$ cat src/inc/dbgev_params.svh
// offsets, field positions, reset values and the rule overview for the debug event block
// Overview of operation
// - trap condition: enable set, trap instruction fires
// - guest_state 0, debug_unavailable_hv 1 suppresses all (code: a pending delayed event still fires)
// - idm, de, top priority: record status bit
// - trap with idm, no de: program trap
// - delayed support: trap/interrupt_taken_event set bit and ide
// - trap/brt/instr_complete_event with de: immediate, suppress, save pc
// - delayed exception lets instruction complete
// - pending bit when de set: interrupt, next pc
// - branch taken condition needs enable and de
// - branch taken recorded only armed, never ide
// - instruction complete condition needs enable and de
// - suppressed instruction gives no complete event
// - system call counts as completed
// - complete recorded only armed, never ide
// - return/mtmsr use de from instruction start
// - return enabling de: step after next instruction
// - interrupt taken condition: base class interrupt
// - interrupt taken with de: save handler address
// - critical, debug, machine check never count
`ifndef DBGEV_PARAMS_SVH
`define DBGEV_PARAMS_SVH

`define DBGEV_OFS_CTRL 8'h00
`define DBGEV_OFS_STAT 8'h04
`define DBGEV_OFS_SPCL 8'h08
`define DBGEV_OFS_SPCH 8'h0C

`define DBGEV_B_TRAP 0
`define DBGEV_B_BRT 1
`define DBGEV_B_INSTR_COMPLETE_EVENT 2
`define DBGEV_B_INTERRUPT_TAKEN_EVENT 3
`define DBGEV_B_IDM 4
`define DBGEV_B_IDE 4

`define DBGEV_CTRL_RST 5'h00
`define DBGEV_STAT_RST 5'h00

`endif

$ cat src/inc/dbgev_pkg.sv
// types shared by the debug event block
package dbgev_pkg;

   typedef enum logic [1:0] {
      DBGEV_CLS_BASE = 2'h0,
      DBGEV_CLS_CRIT = 2'h1,
      DBGEV_CLS_DBG = 2'h2,
      DBGEV_CLS_MCHK = 2'h3
   } dbgev_cls_e;

   typedef struct packed {
      logic valid;
      logic [63:0] pc;
      logic [63:0] next_pc;
      logic trap_met;
      logic branch_taken;
      logic complete;
      logic other_exc;
      logic syscall;
      logic de_start;
      logic de_new;
      logic higher_prio;
   } dbgev_retire_s;

   typedef struct packed {
      logic taken;
      dbgev_cls_e cls;
      logic [63:0] handler_pc;
   } dbgev_irq_s;

endpackage

$ cat src/logic/dbgev_top.sv
// debug event detect and record: trap, branch taken, instruction complete, interrupt taken
//
// The Wishbone slave port and the address map were left to the implementer.
`timescale 1ns/1ps
`default_nettype none
`include "dbgev_params.svh"

module dbgev_top
   import dbgev_pkg::*;
#(
   parameter int HV_EN = 1,
   parameter int DELAYED_EN = 1
) (
   // clock and reset
   input wire logic clk_i,
   input wire logic rst_i,
   // classic wishbone slave
   input wire logic wb_cyc_i,
   input wire logic wb_stb_i,
   input wire logic wb_we_i,
   input wire logic [7:0] wb_adr_i,
   input wire logic [3:0] wb_sel_i,
   input wire logic [31:0] wb_dat_i,
   output logic [31:0] wb_dat_o,
   output logic wb_ack_o,
   // core state
   input wire logic guest_state_i,
   input wire logic debug_unavailable_hv_i,
   input wire dbgev_retire_s rv_i,
   input wire dbgev_irq_s irq_i,
   // exception requests to the core
   output logic suppress_o,
   output logic dbg_int_o,
   output logic [63:0] dbg_pc_o,
   output logic prog_trap_o
);

   // ----------------------------------------------------------------
   // elaboration checks
   // ----------------------------------------------------------------
   if (HV_EN < 0 || HV_EN > 1) begin : g_bad_hv
      $error("HV_EN must be 0 or 1");
   end
   if (DELAYED_EN < 0 || DELAYED_EN > 1) begin : g_bad_dly
      $error("DELAYED_EN must be 0 or 1");
   end

   // ----------------------------------------------------------------
   // registers
   // ----------------------------------------------------------------
   logic [4:0] debug_control_0;
   logic [4:0] debug_status;
   logic [63:0] debug_save_pc;
   logic wb_req;
   logic wb_wr;
   logic [4:0] stat_clr;
   logic [4:0] stat_set;

   assign wb_req = wb_cyc_i && wb_stb_i && !wb_ack_o;
   assign wb_wr = wb_req && wb_we_i && wb_sel_i[0];
   assign stat_clr = (wb_wr && wb_adr_i == `DBGEV_OFS_STAT) ? wb_dat_i[4:0] : 5'h00;

   // ----------------------------------------------------------------
   // condition detection
   // ----------------------------------------------------------------
   logic hv_block;
   logic internal_debug_mode;
   logic de;
   logic c_trap;
   logic c_brt;
   logic c_instr_complete_event;
   logic c_interrupt_taken_event;
   logic armed;
   logic any_c;
   logic delay_rec;
   logic pending;
   logic delay_fire;
   logic imm_fire;

   assign internal_debug_mode = debug_control_0[`DBGEV_B_IDM];
   // de as held at the start of the instruction, not the value it writes
   assign de = rv_i.de_start;

   assign hv_block = (HV_EN != 0) && !guest_state_i && debug_unavailable_hv_i;

   assign c_trap = debug_control_0[`DBGEV_B_TRAP] && rv_i.valid && rv_i.trap_met
                   && !hv_block;

   assign c_brt = debug_control_0[`DBGEV_B_BRT] && de && rv_i.valid
                  && rv_i.branch_taken && !hv_block;

   // system call finishes before its own interrupt, so it still counts
   assign c_instr_complete_event = debug_control_0[`DBGEV_B_INSTR_COMPLETE_EVENT] && de && rv_i.valid
                   && (rv_i.complete || rv_i.syscall)
                   && !rv_i.other_exc && !hv_block;

   // only base class interrupts count
   assign c_interrupt_taken_event = debug_control_0[`DBGEV_B_INTERRUPT_TAKEN_EVENT] && irq_i.taken
                   && irq_i.cls == DBGEV_CLS_BASE && !hv_block;

   assign any_c = c_trap || c_brt || c_instr_complete_event || c_interrupt_taken_event;

   assign armed = internal_debug_mode && de && !rv_i.higher_prio;

   assign imm_fire = armed && any_c;

   // branch and complete never reach this path: too frequent to log
   assign delay_rec = (DELAYED_EN != 0) && internal_debug_mode && !de
                      && (c_trap || c_interrupt_taken_event);

   assign pending = debug_status[`DBGEV_B_IDE]
                    && (debug_status[`DBGEV_B_TRAP] || debug_status[`DBGEV_B_INTERRUPT_TAKEN_EVENT]);

   // a return that raises de fires a pending event at once, saving its next pc
   assign delay_fire = (DELAYED_EN != 0) && internal_debug_mode && pending && rv_i.valid
                       && !rv_i.de_start && rv_i.de_new;

   // instruction-bound events suppress the excepting instruction
   assign suppress_o = armed && (c_trap || c_brt || c_instr_complete_event);

   // ----------------------------------------------------------------
   // status set terms
   // ----------------------------------------------------------------
   always_comb begin
      stat_set = 5'h00;
      if (armed) begin
         stat_set[`DBGEV_B_TRAP] = c_trap;
         stat_set[`DBGEV_B_BRT] = c_brt;
         stat_set[`DBGEV_B_INSTR_COMPLETE_EVENT] = c_instr_complete_event;
         stat_set[`DBGEV_B_INTERRUPT_TAKEN_EVENT] = c_interrupt_taken_event;
      end
      if (delay_rec) begin
         stat_set[`DBGEV_B_TRAP] = c_trap;
         stat_set[`DBGEV_B_INTERRUPT_TAKEN_EVENT] = c_interrupt_taken_event;
         stat_set[`DBGEV_B_IDE] = 1'b1;
      end
   end

   // ----------------------------------------------------------------
   // control register
   // ----------------------------------------------------------------
   always_ff @(posedge clk_i) begin
      if (rst_i) begin
         debug_control_0 <= `DBGEV_CTRL_RST;
      end else if (wb_wr && wb_adr_i == `DBGEV_OFS_CTRL) begin
         debug_control_0 <= wb_dat_i[4:0];
      end
   end

   // ----------------------------------------------------------------
   // status register: set wins over a same-cycle clear
   // ----------------------------------------------------------------
   always_ff @(posedge clk_i) begin
      if (rst_i) begin
         debug_status <= `DBGEV_STAT_RST;
      end else begin
         debug_status <= (debug_status & ~stat_clr) | stat_set;
      end
   end

   // ----------------------------------------------------------------
   // debug interrupt and save address
   // ----------------------------------------------------------------
   always_ff @(posedge clk_i) begin
      if (rst_i) begin
         dbg_int_o <= 1'b0;
      end else begin
         dbg_int_o <= imm_fire || delay_fire;
      end
   end

   always_ff @(posedge clk_i) begin
      if (rst_i) begin
         debug_save_pc <= 64'h0000000000000000;
      end else if (imm_fire && !(c_trap || c_brt || c_instr_complete_event)) begin
         debug_save_pc <= irq_i.handler_pc;
      end else if (imm_fire) begin
         debug_save_pc <= rv_i.pc;
      end else if (delay_fire) begin
         debug_save_pc <= rv_i.next_pc;
      end
   end

   assign dbg_pc_o = debug_save_pc;

   // trap seen with debug masked becomes an ordinary program trap
   always_ff @(posedge clk_i) begin
      if (rst_i) begin
         prog_trap_o <= 1'b0;
      end else begin
         prog_trap_o <= internal_debug_mode && !de && c_trap;
      end
   end

   // ----------------------------------------------------------------
   // wishbone answer: ack one cycle after the request
   // ----------------------------------------------------------------
   always_ff @(posedge clk_i) begin
      if (rst_i) begin
         wb_ack_o <= 1'b0;
      end else begin
         wb_ack_o <= wb_req;
      end
   end

   always_ff @(posedge clk_i) begin
      if (rst_i) begin
         wb_dat_o <= 32'h00000000;
      end else if (wb_req && !wb_we_i) begin
         if (wb_adr_i == `DBGEV_OFS_CTRL) begin
            wb_dat_o <= {27'h0000000, debug_control_0};
         end else if (wb_adr_i == `DBGEV_OFS_STAT) begin
            wb_dat_o <= {27'h0000000, debug_status};
         end else if (wb_adr_i == `DBGEV_OFS_SPCL) begin
            wb_dat_o <= debug_save_pc[31:0];
         end else if (wb_adr_i == `DBGEV_OFS_SPCH) begin
            wb_dat_o <= debug_save_pc[63:32];
         end else begin
            wb_dat_o <= 32'h00000000;
         end
      end
   end

   // ----------------------------------------------------------------
   // assertions
   // ----------------------------------------------------------------
   a_hv_suppress: assert property (
      @(posedge clk_i) disable iff (rst_i)
      (hv_block && !delay_fire && stat_clr == 5'h00)
      |=> !dbg_int_o && !prog_trap_o && !$changed(debug_status[3:0]))
      else $error("event seen while hypervisor reserves debug");

   a_trap_immediate: assert property (
      @(posedge clk_i) disable iff (rst_i)
      (armed && c_trap) |=> dbg_int_o && dbg_pc_o == $past(rv_i.pc)
                            && debug_status[`DBGEV_B_TRAP])
      else $error("trap with de did not interrupt at its own address");

   a_prog_trap: assert property (
      @(posedge clk_i) disable iff (rst_i)
      (internal_debug_mode && !de && c_trap && !delay_fire) |=> prog_trap_o && !dbg_int_o)
      else $error("masked trap did not become program trap");

   a_delay_record: assert property (
      @(posedge clk_i) disable iff (rst_i)
      (DELAYED_EN != 0 && internal_debug_mode && !de && c_interrupt_taken_event && !delay_fire)
      |=> debug_status[`DBGEV_B_INTERRUPT_TAKEN_EVENT] && debug_status[`DBGEV_B_IDE] && !dbg_int_o)
      else $error("delayed interrupt taken event not recorded");

   a_brt_unarmed: assert property (
      @(posedge clk_i) disable iff (rst_i)
      (!de && rv_i.valid && rv_i.branch_taken && !debug_status[`DBGEV_B_BRT]
       && !(internal_debug_mode && (c_trap || c_interrupt_taken_event)))
      |=> !debug_status[`DBGEV_B_BRT] && !$rose(debug_status[`DBGEV_B_IDE]))
      else $error("branch taken recorded while unarmed");

   a_instr_complete_event_other: assert property (
      @(posedge clk_i) disable iff (rst_i)
      (rv_i.other_exc && !rv_i.trap_met && !rv_i.branch_taken && !irq_i.taken)
      |-> !suppress_o ##1 !dbg_int_o || $past(delay_fire))
      else $error("suppressed instruction raised complete event");

   a_delay_fire: assert property (
      @(posedge clk_i) disable iff (rst_i)
      (delay_fire && !imm_fire) |=> dbg_int_o && dbg_pc_o == $past(rv_i.next_pc))
      else $error("delayed interrupt missing or wrong address");

   a_status_hold: assert property (
      @(posedge clk_i) disable iff (rst_i)
      (debug_status[`DBGEV_B_IDE] && !stat_clr[`DBGEV_B_IDE])
      |=> debug_status[`DBGEV_B_IDE])
      else $error("status bit lost without a clear");

   a_interrupt_taken_event_class: assert property (
      @(posedge clk_i) disable iff (rst_i)
      (irq_i.taken && irq_i.cls != DBGEV_CLS_BASE && !(c_trap || c_brt || c_instr_complete_event)
       && !delay_fire)
      |=> !dbg_int_o && !$rose(debug_status[`DBGEV_B_INTERRUPT_TAKEN_EVENT]))
      else $error("non-base interrupt raised interrupt taken event");

   a_interrupt_taken_event_handler: assert property (
      @(posedge clk_i) disable iff (rst_i)
      (armed && c_interrupt_taken_event && !rv_i.trap_met && !c_brt && !c_instr_complete_event)
      |=> dbg_int_o && dbg_pc_o == $past(irq_i.handler_pc))
      else $error("interrupt taken event saved wrong address");

   a_ack_single: assert property (
      @(posedge clk_i) disable iff (rst_i)
      wb_ack_o |=> !wb_ack_o)
      else $error("ack held for more than one cycle");

endmodule

`default_nettype wire

$ cat config.mk
export PLATFORM = sky130hd
export DESIGN_NAME = dbgev_top
export DESIGN_NICKNAME = d
export VERILOG_FILES = /design/src/inc/dbgev_pkg.sv /design/src/logic/dbgev_top.sv
export VERILOG_INCLUDE_DIRS = /design/src /design/src/inc
export SDC_FILE = /design/constraint.sdc
export NUM_CORES = 1
export LEC_CHECK = 0
export BUFFER_PORTS_ARGS = -buffer_cell sky130_fd_sc_hd__buf_2
export CELL_PAD_IN_SITES_DETAIL_PLACEMENT = 0
export CELL_PAD_IN_SITES_GLOBAL_PLACEMENT = 1
export CORE_UTILIZATION = 27
export DETAILED_ROUTE_END_ITERATION = 10
export HOLD_SLACK_MARGIN = 0.1
export PLACE_DENSITY_LB_ADDON = 0.15
export SKIP_LAST_GASP = 1
export SLEW_MARGIN = 20
export SYNTH_ARGS = -nofsm -noshare
export SYNTH_HDL_FRONTEND = slang
export SYNTH_SLANG_ARGS = --single-unit
$ cat constraint.sdc
create_clock -name clk_i -period 1.9 [get_ports clk_i]
set_input_delay 0.285 -clock clk_i [delete_from_list [all_inputs] [get_ports clk_i]]
set_output_delay 0.285 -clock clk_i [all_outputs]
set_load 0.05 [all_outputs]
==> metrics.txt <==
outcome finished with violations; violations in the final reports setup timing; Clk pwr share roughly two fifths; commonest register cell after synthesis sky130_fd_sc_hd__dfxtp_1; Routed WL per cell 17.0 µm; nets@finish 1,254; final RePlAce weighted congestion 0.812; Die Footprint 0.0215 mm²; Mapped Nets 912; ranking of synthesized cells by area sky130_fd_sc_hd__dfxtp_1 (39%), sky130_fd_sc_hd__mux2i_1 (18%), sky130_fd_sc_hd__a221o_1 (11%); mean number of vias per cell 4.54; Worst path slowest cell sky130_fd_sc_hd__a311o_2; total number of placement rows 52; # DRC 0; Worst Setup Start Kind flop; largest area contributor in the synthesized netlist sky130_fd_sc_hd__dfxtp_1; remaining antenna violation count 0; effective utilization at floorplan between 20 and 30%; grt ovf 0; Yosys warning total 0; total negative slack for setup checks -0.490 ns; portion of the post-synthesis area used by sequential elements roughly two fifths; post-synthesis cell area 0.00565 mm²; Avg Synthesized Cell Area 8.59 µm²; placed cell count around 1,200; register area 0.00219 mm²; placeable core area slightly above 0.02 mm²; Die W 147 µm; die extent in y 147 µm; Crit path required time 1.62 ns; placed cell area ~0.0079 mm²; # diodes 0; cell-by-cell trace of the critical path o211ai_1, a311o_2, buf_6, nor2_4, buf_8; Buf+Inv Stages, Crit Path 2; post-route total power 4.72 mW; total wire length 21.7 mm; violation count after the first detailed-route iteration 174; number of non-filler instances in the completed layout 1,274; share of the synthesized area in the top cell type about two fifths; flip-flop and latch count after synthesis 109; slew at the pin closest to its max-slew limit 0.361 ns; clock-pin slew of the registers on the worst-case setup and hold paths ~0.080 ns; kind of end point of the critical path primary output; overall fraction of global-route tracks in use 18.7%; arrival time at the worst endpoint between 1.5 and 2 ns; switching power between 1 and 1.5 mW; class of the worst hold path in2reg; maximum buffer depth of the clock tree 2; DR pass1 iterations 4; setup repair after global routing missed its margin true; area of combinational cells with multiple inputs between 0.003 and 0.004 mm²; Final Hold Vio Count 0; worst voltage drop across the vdd grid 0.339 mV; max-slew headroom at the worst pin 75.9%; Synth Instances 657; clock buffer count from CTS 9; cell types with the highest counts after synthesis sky130_fd_sc_hd__dfxtp_1 (109), sky130_fd_sc_hd__mux2i_1 (101), sky130_fd_sc_hd__nand2_1 (101), sky130_fd_sc_hd__inv_1 (68), sky130_fd_sc_hd__and2_1 (65); fill cell count 2,146; most numerous cell in the Yosys netlist sky130_fd_sc_hd__dfxtp_1; combinational cell fraction of total power about a tenth; global-route wire length before repair 31.1 mm; number of global-route vias before repair around 5,400; leak pwr 4.62 nW; ratio of cells with drive above 1 in the final layout between 40 and 50%; Max stage delay on crit path 0.40 ns; Clock Sinks 109; Layout area overhead 49.8%; Max Cap Viol 0; number of max-slew violations in the final report 0; clock insertion delay at the later pin of the skew report 0.36 ns; Sequential Power Share 48.4%; number of antenna violations at the first check in global routing 1; number of flops mapped to enable cells by yosys 0; post-layout instance area approximately 0.0085 mm²; total power divided by cell area between 500 and 600 mW/mm²; Worst Setup Slack, final -0.0307 ns; Int Power 3.61 mW; via count 5,788; post-synth cell types 33; CP Max Fanout 7; H-tree levels 3; hpwl dp 15.5 mm; final setup vio count 31; post-route core utilization between 40% and 50%; critical path start-end classification reg2out; port bufs 324; Top-Level Pins 355; switching share of total power 23.5%; fmax slightly above 0.5 GHz; maximum number of pins on one net before global-route repair 51; Post-synth ARST share 0%; clock root cell sky130_fd_sc_hd__clkbuf_16; minimum clock period after layout 1.93 ns; clock tree from TritonCTS built; delay-heaviest family, CP compound AO/OA/AOI/OAI gates; final critical-path share of the clock period 102%; clock tree skew after final layout about 0.011 ns
[final timing paths]
check,depth (start not counted),startpoint,end,slack [ns]
max,5,debug_control_0[2],suppress_o,-0.03
max reg2reg,6,debug_control_0[2],dbg_pc_o[59],-0.03
min,3,wb_dat_i[4],debug_control_0[4],0.19
min reg2reg,2,wb_dat_o[18],wb_dat_o[18],0.45
[layout make-up]
type / instances / area share [%]
clock buffers: 11 / 2.87
clock inverters: 5 / 0.695
inverters: 68 / 3.02
multi-input cells: 432 / 36.6
flip-flops and latches: 109 / 25.9
well taps: 270 / 3.99
repair buffers: 379 / 26.9
[worst min-delay path: cells and delay by family]
kind                   cells  cell delay (ns)
multiplexers               1             0.06
AND/OR/NAND/NOR            1             0.07
buffers and inverters      1             0.09
[cells in the final DEF (no fill, tap or decap), types with 3 or more instances in the layout]
| cell type | Yosys | final |
|---|---|---|
| sky130_fd_sc_hd__buf_12 | 0 | 9 |
| sky130_fd_sc_hd__nor2_1 | 15 | 13 |
| sky130_fd_sc_hd__buf_2 | 6 | 323 |
| sky130_fd_sc_hd__mux2i_1 | 101 | 100 |
| sky130_fd_sc_hd__o21ai_1 | 10 | 10 |
| sky130_fd_sc_hd__nand3_1 | 6 | 5 |
| sky130_fd_sc_hd__nand4_1 | 4 | 4 |
| sky130_fd_sc_hd__a221o_1 | 64 | 64 |
| sky130_fd_sc_hd__dfxtp_2 | 0 | 3 |
| sky130_fd_sc_hd__nand2_1 | 101 | 101 |
| sky130_fd_sc_hd__nand2b_1 | 3 | 3 |
| sky130_fd_sc_hd__o21ai_0 | 21 | 21 |
| sky130_fd_sc_hd__clkbuf_16 | 0 | 14 |
| sky130_fd_sc_hd__and2_1 | 65 | 65 |
| sky130_fd_sc_hd__buf_4 | 0 | 35 |
| sky130_fd_sc_hd__o211ai_1 | 7 | 7 |
| sky130_fd_sc_hd__a21oi_1 | 13 | 13 |
| sky130_fd_sc_hd__buf_6 | 0 | 4 |
| sky130_fd_sc_hd__a211o_1 | 3 | 3 |
| sky130_fd_sc_hd__buf_8 | 0 | 3 |
| sky130_fd_sc_hd__inv_1 | 68 | 68 |
| sky130_fd_sc_hd__dfxtp_1 | 109 | 105 |
[layer usage]
layer	vias up	GRT usage (%)	routed length, µm
met4	2	5.68	270
met1	2625	23.8	9680
met2	180	31.7	10600
met3	17	3.81	1170
met5	-	0	12
li1	2964	-	-
[kinds of logic (layout without fill, tap and decap cells)]
family | after synthesis | count (layout) | synth area share (%)
compound gates | 123 | 124 | 17.4
buf+inv | 117 | 463 | 7.91
flops | 109 | 109 | 38.7
mux | 101 | 101 | 17.9
simple gates | 207 | 207 | 18.1
[power groups by stage]
stage,clock network (mW),registers (mW),logic (mW)
2_1_floorplan,0,2.34,0.123
3_3_place_gp,0,2.34,0.410
3_5_place_dp,0,2.34,0.410
4_1_cts,2.02,2.28,0.413
5_1_grt,2.11,2.28,0.513
6_report,1.97,2.28,0.467
[stage by stage]
stage | hold slack, ns | setup WS [ns]
after floorplan | 0.432 | -0.106
after global placement | 0.430 | -0.202
after detailed placement | 0.437 | -0.205
after CTS | 0.180 | -0.133
after global routing | 0.207 | -0.0903
final | 0.187 | -0.0307
[registers in the layout, summed over array words and instances (netlist names)]
| signal | count |
|---|---|
| dbg_pc_o | 64 |
| wb_dat_o | 32 |
| debug_control_0 | 5 |
| debug_status | 5 |
| dbg_int_o | 1 |
| prog_trap_o | 1 |
| wb_ack_o | 1 |
[repair_timing]
action                                  in CTS  in global routing
setup buffers                                2                  6
endpoints found under the setup margin      15                 65
gates resized for setup                      5                  9
gates cloned                                 0                 10
hold buffers                                 0                  0
pin swaps                                    2                 68
Power figures use the tool's default switching activity.
